`config.mk`:
```
export PLATFORM = sky130hd
export DESIGN_NAME = kam_irq
export DESIGN_NICKNAME = d
export VERILOG_FILES = /design/src/pkg/kam_pkg.sv /design/src/rtl/kam_irq.sv /design/src/rtl/kam_match_chan.sv /design/src/rtl/kam_sync.sv
export VERILOG_INCLUDE_DIRS = /design/src /design/src/pkg
export SDC_FILE = /design/constraint.sdc
export NUM_CORES = 1
export LEC_CHECK = 0
export ABC_AREA = 0
export ABC_CLOCK_PERIOD_IN_PS = 6000
export CAP_MARGIN = 40
export CORE_MARGIN = 2
export CORE_UTILIZATION = 43
export DETAILED_ROUTE_END_ITERATION = 8
export DONT_BUFFER_PORTS = 1
export HOLD_SLACK_MARGIN = 0.1
export PLACE_DENSITY = 0.54
export RECOVER_POWER = 100
export SYNTH_ARGS = -nofsm -noshare
export SYNTH_HDL_FRONTEND = slang
export SYNTH_SLANG_ARGS = --single-unit
export TNS_END_PERCENT = 1
```
`constraint.sdc`:
```
create_clock -name clk -period 6 [get_ports clk]
set_clock_uncertainty 0.05 [all_clocks]
set_input_delay 0.9 -clock clk [delete_from_list [all_inputs] [get_ports clk]]
set_output_delay 0.9 -clock clk [all_outputs]
set_load 0.005 [all_outputs]
```
`src/pkg/kam_defs.svh`:
```
// Register offsets, field positions and reset values of the key/match block
`ifndef KAM_DEFS_SVH
`define KAM_DEFS_SVH

// ****************************************
// Register offsets (byte addresses)
// ****************************************
`define KAM_OFF_KEY_CTRL   8'h98
`define KAM_OFF_MATCH_EN   8'h9C
`define KAM_OFF_MATCH_AD0  8'hA0
`define KAM_OFF_MATCH_AD1  8'hA4
`define KAM_OFF_KEY_IRQ    8'hA8
`define KAM_OFF_STACK_PTR  8'hAC

// ****************************************
// Reset values
// ****************************************
`define KAM_RST_KEY_CTRL   8'h00
`define KAM_RST_MATCH_EN   2'h0
`define KAM_RST_MATCH_AD   20'h00000
`define KAM_RST_KEY_LVL    3'h0
`define KAM_RST_STACK_PTR  16'h0000

// ****************************************
// Field positions
// ****************************************
`define KAM_KEY_LVL_MSB    2
`define KAM_KEY_FLAG_BIT   3

// ****************************************
// Fixed acknowledge address and return offsets
// ****************************************
`define KAM_ACK_ADDR       20'h00000
`define KAM_RET_LONG       20'h00002
`define KAM_RET_SHORT      20'h00001

`endif

```
`src/pkg/kam_pkg.sv`:
```
// Types shared by the key input and address match interrupt block
package kam_pkg;

	typedef struct packed {
		logic pl;
		logic en;
	} kam_key_bit_type;

	typedef kam_key_bit_type [3:0] kam_key_ctrl_type;

	// Register port request
	typedef struct packed {
		logic        wr;
		logic        rd;
		logic [7:0]  addr;
		logic [31:0] wdata;
	} kam_bus_type;

	// Instruction about to execute
	typedef struct packed {
		logic        valid;
		logic        long_op;
		logic [19:0] pc;
	} kam_fetch_type;

	// Data read issued by the core
	typedef struct packed {
		logic        rd;
		logic [19:0] addr;
	} kam_cpu_rd_type;

endpackage

```
`src/rtl/kam_irq.sv`:
```
// Key input interrupt and two-channel address match interrupt
//
// Behaviour
// - An active edge on any of the four key pins raises one key request.
// - Each key pin has an enable bit; 0 leaves it unused, 1 uses it.
// - Each key pin has a polarity bit; 0 falling edge, 1 rising edge.
// - A key request can wake the device from wait and from stop.
// - While one enabled pin sits at its active level, others give no request.
// - A match request is raised just before the instruction at a match address.
// - Channel 0 pairs enable bit 0 with address 0, channel 1 bit 1 with address 1.
// - The match request ignores the global enable flag and the priority level.
// - The pushed address is match plus two for long opcodes, else plus one.
// - The acknowledge read of the fixed address returns number and level and clears the flag.
// - Any read of the fixed address clears the highest-priority enabled flag.
// - The stack pointer is zero after reset; software loads it before use.
// - Changing key enable or polarity may set the key flag; software clears it.
//
// Added by the designer: the address-and-strobe port.
`timescale 1ns/10ps
`include "kam_defs.svh"
module kam_irq #(
	parameter int          NKEY       = 4,
	parameter int          AW         = 20,
	parameter logic [4:0]  KEY_VECTOR = 5'h0D
) (
	// Clock and reset
	input  wire logic                  clk,
	input  wire logic                  rst,
	// Key pins
	input  wire logic [NKEY-1:0]       key_pin,
	// Register port
	input  wire kam_pkg::kam_bus_type  bus,
	output logic [31:0]                rd_data_q,
	// Core fetch and data read
	input  wire kam_pkg::kam_fetch_type fetch,
	input  wire kam_pkg::kam_cpu_rd_type cpu_rd,
	input  wire logic                  match_ack,
	output logic [7:0]                 ack_data_q,
	// Requests, return address and stack pointer
	output logic                       key_irq_q,
	output logic                       wake_q,
	output logic                       match_req_q,
	output logic [AW-1:0]              push_addr_q,
	output logic [15:0]                stack_ptr_q
);
	import kam_pkg::*;

	// ****************************************
	// Elaboration checks
	// ****************************************
	initial begin
		if (NKEY != 4) $error("kam_irq: NKEY must be 4");
		if (AW != 20) $error("kam_irq: AW must be 20");
	end

	// ****************************************
	// Registers
	// ****************************************
	kam_key_ctrl_type key_pin_control_q;
	logic [1:0]       match_channel_enables_q;
	logic [AW-1:0]    match_address_register_q [2];
	logic [2:0]       key_level_q;
	logic             pending_request_flag_q;

	logic wr_key_ctrl;
	logic wr_match_en;
	logic wr_match_ad0;
	logic wr_match_ad1;
	logic wr_key_irq;
	logic wr_stack_ptr;

	assign wr_key_ctrl  = bus.wr && bus.addr == `KAM_OFF_KEY_CTRL;
	assign wr_match_en  = bus.wr && bus.addr == `KAM_OFF_MATCH_EN;
	assign wr_match_ad0 = bus.wr && bus.addr == `KAM_OFF_MATCH_AD0;
	assign wr_match_ad1 = bus.wr && bus.addr == `KAM_OFF_MATCH_AD1;
	assign wr_key_irq   = bus.wr && bus.addr == `KAM_OFF_KEY_IRQ;
	assign wr_stack_ptr = bus.wr && bus.addr == `KAM_OFF_STACK_PTR;

	always_ff @(posedge clk) begin
		if (rst) begin
			key_pin_control_q <= `KAM_RST_KEY_CTRL;
		end else if (wr_key_ctrl) begin
			key_pin_control_q <= bus.wdata[7:0];
		end
	end

	always_ff @(posedge clk) begin
		if (rst) begin
			match_channel_enables_q <= `KAM_RST_MATCH_EN;
		end else if (wr_match_en) begin
			match_channel_enables_q <= bus.wdata[1:0];
		end
	end

	always_ff @(posedge clk) begin
		if (rst) begin
			match_address_register_q[0] <= `KAM_RST_MATCH_AD;
			match_address_register_q[1] <= `KAM_RST_MATCH_AD;
		end else begin
			if (wr_match_ad0) begin
				match_address_register_q[0] <= bus.wdata[AW-1:0];
			end
			if (wr_match_ad1) begin
				match_address_register_q[1] <= bus.wdata[AW-1:0];
			end
		end
	end

	always_ff @(posedge clk) begin
		if (rst) begin
			key_level_q <= `KAM_RST_KEY_LVL;
		end else if (wr_key_irq) begin
			key_level_q <= bus.wdata[`KAM_KEY_LVL_MSB:0];
		end
	end

	// Zero at reset; a stray acknowledge before software loads it is fatal
	always_ff @(posedge clk) begin
		if (rst) begin
			stack_ptr_q <= `KAM_RST_STACK_PTR;
		end else if (wr_stack_ptr) begin
			stack_ptr_q <= bus.wdata[15:0];
		end
	end

	// ****************************************
	// Key input detection
	// ****************************************
	logic [NKEY-1:0] key_sync;
	logic [NKEY-1:0] key_active;
	logic            key_any;
	logic            key_any_q;
	logic            key_evt;

	kam_sync #(
		.W        (NKEY)
	) u_key_sync (
		.clk      (clk),
		.rst      (rst),
		.async_in (key_pin),
		.sync_out (key_sync)
	);

	// Active level per enabled pin: high for rising, low for falling
	always_comb begin
		for (int i = 0; i < NKEY; i++) begin
			key_active[i] = key_pin_control_q[i].en
				& ~(key_sync[i] ^ key_pin_control_q[i].pl);
		end
	end

	// One OR of all pins: a pin held active masks the others
	assign key_any = |key_active;
	assign key_evt = key_any & ~key_any_q;

	// Config writes can move key_any too, so they may set the flag
	always_ff @(posedge clk) begin
		if (rst) begin
			key_any_q <= 1'b0;
		end else begin
			key_any_q <= key_any;
		end
	end

	// ****************************************
	// Key request flag and acknowledge read
	// ****************************************
	logic ack_hit;
	logic key_enabled;
	logic key_sw_clr;
	logic key_flag_d;

	assign ack_hit     = cpu_rd.rd && cpu_rd.addr == `KAM_ACK_ADDR;
	assign key_enabled = key_level_q != `KAM_RST_KEY_LVL;
	assign key_sw_clr  = wr_key_irq && !bus.wdata[`KAM_KEY_FLAG_BIT];

	// Set wins over both software clear and acknowledge clear
	always_comb begin
		key_flag_d = pending_request_flag_q;
		if (key_sw_clr) begin
			key_flag_d = 1'b0;
		end
		if (ack_hit && key_enabled && pending_request_flag_q) begin
			key_flag_d = 1'b0;
		end
		if (key_evt) begin
			key_flag_d = 1'b1;
		end
	end

	always_ff @(posedge clk) begin
		if (rst) begin
			pending_request_flag_q <= 1'b0;
		end else begin
			pending_request_flag_q <= key_flag_d;
		end
	end

	always_ff @(posedge clk) begin
		if (rst) begin
			key_irq_q <= 1'b0;
		end else begin
			key_irq_q <= key_flag_d & key_enabled;
		end
	end

	// Wake ignores the level so a masked key still ends wait or stop
	always_ff @(posedge clk) begin
		if (rst) begin
			wake_q <= 1'b0;
		end else begin
			wake_q <= key_flag_d;
		end
	end

	// Interrupt number and level for the acknowledge sequence
	always_ff @(posedge clk) begin
		if (rst) begin
			ack_data_q <= 8'h00;
		end else if (ack_hit) begin
			ack_data_q <= {KEY_VECTOR, key_level_q};
		end
	end

	// ****************************************
	// Address match
	// ****************************************
	logic [1:0] chan_hit;
	logic       match_any;

	for (genvar c = 0; c < 2; c++) begin : g_chan
		kam_match_chan #(
			.AW          (AW)
		) u_chan (
			.enable      (match_channel_enables_q[c]),
			.match_addr  (match_address_register_q[c]),
			.fetch_valid (fetch.valid),
			.fetch_pc    (fetch.pc),
			.hit         (chan_hit[c])
		);
	end

	// No interrupt-enable or priority input: only the channel enable bits gate it
	assign match_any = |chan_hit;

	always_ff @(posedge clk) begin
		if (rst) begin
			match_req_q <= 1'b0;
		end else if (match_any) begin
			match_req_q <= 1'b1;
		end else if (match_ack) begin
			match_req_q <= 1'b0;
		end
	end

	// Stacked PC is not a usable return address; the handler must fix it
	always_ff @(posedge clk) begin
		if (rst) begin
			push_addr_q <= `KAM_RST_MATCH_AD;
		end else if (match_any) begin
			push_addr_q <= fetch.pc + (fetch.long_op ?
				`KAM_RET_LONG : `KAM_RET_SHORT);
		end
	end

	// ****************************************
	// Register read port
	// ****************************************
	always_ff @(posedge clk) begin
		if (rst) begin
			rd_data_q <= 32'h00000000;
		end else if (bus.rd) begin
			case (bus.addr)
				`KAM_OFF_KEY_CTRL: begin
					rd_data_q <= {24'h000000, key_pin_control_q};
				end
				`KAM_OFF_MATCH_EN: begin
					rd_data_q <= {30'h00000000, match_channel_enables_q};
				end
				`KAM_OFF_MATCH_AD0: begin
					rd_data_q <= {12'h000, match_address_register_q[0]};
				end
				`KAM_OFF_MATCH_AD1: begin
					rd_data_q <= {12'h000, match_address_register_q[1]};
				end
				`KAM_OFF_KEY_IRQ: begin
					rd_data_q <= {28'h0000000, pending_request_flag_q,
						key_level_q};
				end
				`KAM_OFF_STACK_PTR: begin
					rd_data_q <= {16'h0000, stack_ptr_q};
				end
				default: begin
					rd_data_q <= 32'h00000000;
				end
			endcase
		end else begin
			rd_data_q <= 32'h00000000;
		end
	end
endmodule

```
`src/rtl/kam_match_chan.sv`:
```
// One address match channel: compares the next fetch address
`timescale 1ns/10ps
module kam_match_chan #(
	parameter int AW = 20
) (
	// Configuration
	input  wire logic          enable,
	input  wire logic [AW-1:0] match_addr,
	// Fetch
	input  wire logic          fetch_valid,
	input  wire logic [AW-1:0] fetch_pc,
	// Result
	output logic               hit
);
	initial begin
		if (AW < 1) $error("kam_match_chan: AW must be at least 1");
	end

	assign hit = enable & fetch_valid & (fetch_pc == match_addr);
endmodule

```
`src/rtl/kam_sync.sv`:
```
// Two-flop synchroniser for asynchronous pin levels
`timescale 1ns/10ps
module kam_sync #(
	parameter int W = 4
) (
	// Clock and reset
	input  wire logic         clk,
	input  wire logic         rst,
	// Levels
	input  wire logic [W-1:0] async_in,
	output logic      [W-1:0] sync_out
);
	logic [W-1:0] meta_q;

	initial begin
		if (W < 1) $error("kam_sync: W must be at least 1");
	end

	always_ff @(posedge clk) begin
		if (rst) begin
			meta_q   <= '0;
			sync_out <= '0;
		end else begin
			meta_q   <= async_in;
			sync_out <= meta_q;
		end
	end
endmodule

```
==> impl_metrics.sql <==
INSERT INTO impl_metrics (metric_group, metric, value, unit) VALUES
('sta', 'finalHoldViolations', '0', ''),
('placement', 'hpwlAfterDp', '11.0', 'mm'),
('placement', 'placed_cells', '731', ''),
('power_and_ir_drop', 'sequentialPowerShare', '45.0', '%'),
('floorplan', 'design.core.area', '13700', 'µm²'),
('floorplan', 'die-height', '122', 'µm'),
('floorplan', 'io-pin-count', '171', ''),
('clocking', 'postCtsHoldBufs', '0', ''),
('routing', 'postRouteAntennaNets', '0', ''),
('setup_path', 'buffers_plus_inverters_on_the_worst_setup_path', '1', ''),
('logic_synthesis', 'ys.warnings.count', '0', ''),
('clocking', 'number_of_buffers_inserted_to_repair_setup_after_cts', '0', ''),
('layout', 'antennaDiodeCount', '0', ''),
('logic_synthesis', 'synth_ff_type', 'sky130_fd_sc_hd__dfxtp_1', ''),
('flow_run', 'maxCapViolCount', '1', ''),
('routing', 'drt-vias-per-instance', '5.39', ''),
('setup_path', 'critical_path_required', '6080', 'ps'),
('routing', 'drc', '0', ''),
('sta', 'rsz_0062_raised_after_global_routing', 'no', ''),
('global_routing', 'grt_remaining_overflow', '0', ''),
('layout', 'area_growth_synth_to_finish', '8.71', '%'),
('sta', 'final_max_slew_viol_count', '11', ''),
('routing', 'drt_first_iter_violations', '233', ''),
('setup_path', 'critPathKind', 'input port to flip-flop', ''),
('clocking', 'clock_path_buffers', '2', ''),
('logic_synthesis', 'post_synth_inst_count', '588', ''),
('clocking', 'clock-root-buffer', 'sky130_fd_sc_hd__clkbuf_16', ''),
('setup_path', 'cpMaxStageDelayCell', 'sky130_fd_sc_hd__nor4_1', ''),
('routing', 'dr_wl_cell', '20.1', 'µm'),
('floorplan', 'fp-row-count', '43', ''),
('clocking', 'clock_sink_count', '125', ''),
('hold_path', 'hold_path.class', 'flip-flop to flip-flop', ''),
('clocking', 'clk_pin_slew_worst_paths', '60', 'ps'),
('floorplan', 'full_die_area', '14800', 'µm²'),
('layout', 'fin_nets', '665', ''),
('global_routing', 'grt_pass1_vias', '4107', ''),
('logic_synthesis', 'synth_area', '5960', 'µm²'),
('power_and_ir_drop', 'vdd.ir_drop.worst', '0.000184', 'V'),
('power_and_ir_drop', 'power-per-cell-area', '309', 'nW/µm²'),
('setup_path', 'critical_path_arrival', '3970', 'ps'),
('setup_path', 'critical_path.max_stage_delay', '1580', 'ps'),
('logic_synthesis', 'number_of_storage_elements_in_the_synthesis_netlist', '125', ''),
('sta', 'timing.fmax', '0.257', 'GHz'),
('setup_path', 'worst_path_dominant_cell_family', 'simple AND/OR/NAND/NOR gates', ''),
('logic_synthesis', 'synth_enable_flop_cells', '40', ''),
('clocking', 'htreeDepth', '4', ''),
('power_and_ir_drop', 'p_leak', '2.20', 'nW'),
('sta', 'tns', '0', 'ps'),
('global_routing', 'global_route_wire_length_before_repair', '23.4', 'mm'),
('setup_path', 'timing.critical_path.to_type', 'flip-flop', ''),
('power_and_ir_drop', 'comb_power_share', '4.0', '%'),
('global_routing', 'grt_max_degree', '90', ''),
('logic_synthesis', 'synthesis.area_per_instance', '10.1', 'µm²'),
('sta', 'finalCriticalPeriod', '3880', 'ps'),
('clocking', 'post_cts_resized', '0', ''),
('floorplan', 'floorplan.initialDensity', '43.4', '%'),
('global_routing', 'grt_util_all_layers', '21.5', '%'),
('logic_synthesis', 'sequential_area_share_after_synthesis', '48.7', '%'),
('sta', 'final_setup_violation_count', '0', ''),
('outcome', 'failed_checks', 'capacitance limit, slew limit', ''),
('setup_path', 'cp_cell_sequence', 'or4b_1, nor4_1, a21o_1, buf_8', ''),
('routing', 'first_pass_iters', '5', ''),
('outcome', 'outcome', 'finished with violations', ''),
('logic_synthesis', 'post_synth_num_cell_types', '52', ''),
('sta', 'timing.slew.headroom', '-32.9', '%'),
('clocking', 'tritoncts', 'built', ''),
('power_and_ir_drop', 'part_of_the_power_in_the_clock_network', '51.0', '%'),
('power_and_ir_drop', 'intPower', '1.55', 'mW'),
('placement', 'routabilityCongestion', '0.839', ''),
('global_routing', 'grt_antenna_before_repair', '0', ''),
('sta', 'post-route-period-util', '64.7', '%');
[registers in the layout (all words and copies together) (netlist names)]
signal	flops
push_addr_q	20
rd_data_q	20
wake_q	1
key_level_q	3
match_channel_enables_q	2
u_key_sync.sync_out	4
stack_ptr_q	16
key_pin_control_q	8
ack_data_q	4
u_key_sync.meta_q	4
key_any_q	1
key_irq_q	1
match_address_register_q	40
match_req_q	1
[synthesized netlist by cell type (3+ instances only)]
library cell	instances	area, µm²
sky130_fd_sc_hd__dfxtp_1	85	1700
sky130_fd_sc_hd__nor2_1	61	229
sky130_fd_sc_hd__xnor2_1	51	447
sky130_fd_sc_hd__nand2_1	42	158
sky130_fd_sc_hd__edfxtp_1	40	1200
sky130_fd_sc_hd__a21oi_1	34	170
sky130_fd_sc_hd__mux2i_1	29	290
sky130_fd_sc_hd__nor2b_1	29	181
sky130_fd_sc_hd__clkbuf_1	24	90.1
sky130_fd_sc_hd__and2_1	22	138
sky130_fd_sc_hd__mux2_2	19	214
sky130_fd_sc_hd__buf_4	17	128
sky130_fd_sc_hd__a22oi_1	16	120
sky130_fd_sc_hd__nand4_1	13	81.3
sky130_fd_sc_hd__nand3_1	12	60.1
sky130_fd_sc_hd__buf_2	8	40.0
sky130_fd_sc_hd__nand2b_1	8	50.1
sky130_fd_sc_hd__nor4_1	7	43.8
sky130_fd_sc_hd__o21ai_0	7	35.0
sky130_fd_sc_hd__inv_1	6	22.5
sky130_fd_sc_hd__or3_1	5	31.3
sky130_fd_sc_hd__xor2_1	5	43.8
sky130_fd_sc_hd__a21oi_2	4	35.0
sky130_fd_sc_hd__nor3_1	4	20.0
sky130_fd_sc_hd__or4_1	4	30.0
sky130_fd_sc_hd__a222oi_1	3	30.0
[through the flow]
| step | area, µm² | setup slack [ps] | hold WS (ps) |
|---|---|---|---|
| detailed placement | 5970 | 2720 | 377 |
| global placement | 5940 | 2580 | 384 |
| finish | 6480 | 2120 | 386 |
| floorplan | 6010 | 2920 | 364 |
| global route | 6480 | 1920 | 406 |
| CTS | 6560 | 3170 | 391 |
[routing by layer]
metal	GRT usage, %	up-vias	wire length [µm]
met2	33.3	149	7100
met5	0	-	0
met1	28.1	1969	6620
met3	6.13	26	1240
met4	9.27	0	365
li1	-	1968	-
[final cells by class]
| cell class | instances | area, µm² |
|---|---|---|
| Multi-Input combinational cell | 416 | 2710 |
| Clock buffer | 18 | 429 |
| Clock inverter | 14 | 159 |
| Sequential cell | 125 | 2900 |
| Timing Repair Buffer | 4 | 26.3 |
| Fill cell | 1313 | 7240 |
| Tap cell | 180 | 225 |
| Inverter | 6 | 22.5 |
[path summary, 6_finish.rpt]
kind	start	slack (ps)	cells after the start	endpoint
max	bus[33]	2120	4	match_address_register_q[0][14]$_DFFE_PP_
min	u_key_sync.meta_q[0]$_SDFF_PP0_	390	1	u_key_sync.sync_out[0]$_SDFF_PP0_
max reg2reg	match_address_register_q[0][4]$_DFFE_PP_	3510	6	push_addr_q[6]$_SDFFE_PP0P_
min reg2reg	u_key_sync.meta_q[0]$_SDFF_PP0_	390	1	u_key_sync.sync_out[0]$_SDFF_PP0_
[cell usage in the layout, fill, tap and decap left out, types with 4 or more instances in the layout]
cell	Yosys	routed
sky130_fd_sc_hd__nor2b_1	29	29
sky130_fd_sc_hd__xor2_1	5	5
sky130_fd_sc_hd__nor3_1	4	5
sky130_fd_sc_hd__a22oi_1	16	15
sky130_fd_sc_hd__clkinv_4	0	5
sky130_fd_sc_hd__and2_0	0	22
sky130_fd_sc_hd__xnor2_1	51	51
sky130_fd_sc_hd__dfxtp_1	85	85
sky130_fd_sc_hd__or4_1	4	4
sky130_fd_sc_hd__a21oi_1	34	36
sky130_fd_sc_hd__edfxtp_1	40	40
sky130_fd_sc_hd__clkbuf_1	24	4
sky130_fd_sc_hd__o21ai_0	7	7
sky130_fd_sc_hd__inv_6	0	4
sky130_fd_sc_hd__clkbuf_16	0	17
sky130_fd_sc_hd__nor2_1	61	61
sky130_fd_sc_hd__mux2_2	19	19
sky130_fd_sc_hd__or3_1	5	5
sky130_fd_sc_hd__inv_1	6	6
sky130_fd_sc_hd__nand2_1	42	42
sky130_fd_sc_hd__conb_1	1	14
sky130_fd_sc_hd__nor4_1	7	11
sky130_fd_sc_hd__nand3_1	12	12
sky130_fd_sc_hd__nand2b_1	8	8
sky130_fd_sc_hd__mux2i_1	29	29
sky130_fd_sc_hd__nand4_1	13	13
[logic make-up after synthesis]
| kind of cell | after synthesis | share of synthesized area (%) |
|---|---|---|
| flops | 125 | 48.7 |
| xor+xnor | 56 | 8.23 |
| fa+ha+maj | 3 | 0.756 |
| compound gates | 69 | 7.22 |
| mux | 50 | 9.03 |
| simple gates | 224 | 20.4 |
| other cells | 1 | 0.0629 |
| buf+inv | 60 | 5.56 |
[power by group through the flow]
stage / combinational, mW / sequential (mW) / clock [mW]
finish: 0.0799 / 0.903 / 1.02
global route: 0.0893 / 0.904 / 1.08
CTS: 0.0835 / 0.903 / 1.04
detailed placement: 0.0830 / 0.921 / 0
global placement: 0.0798 / 0.921 / 0
floorplan: 0.0942 / 0.916 / 0
(Power assumes the default switching activity.)
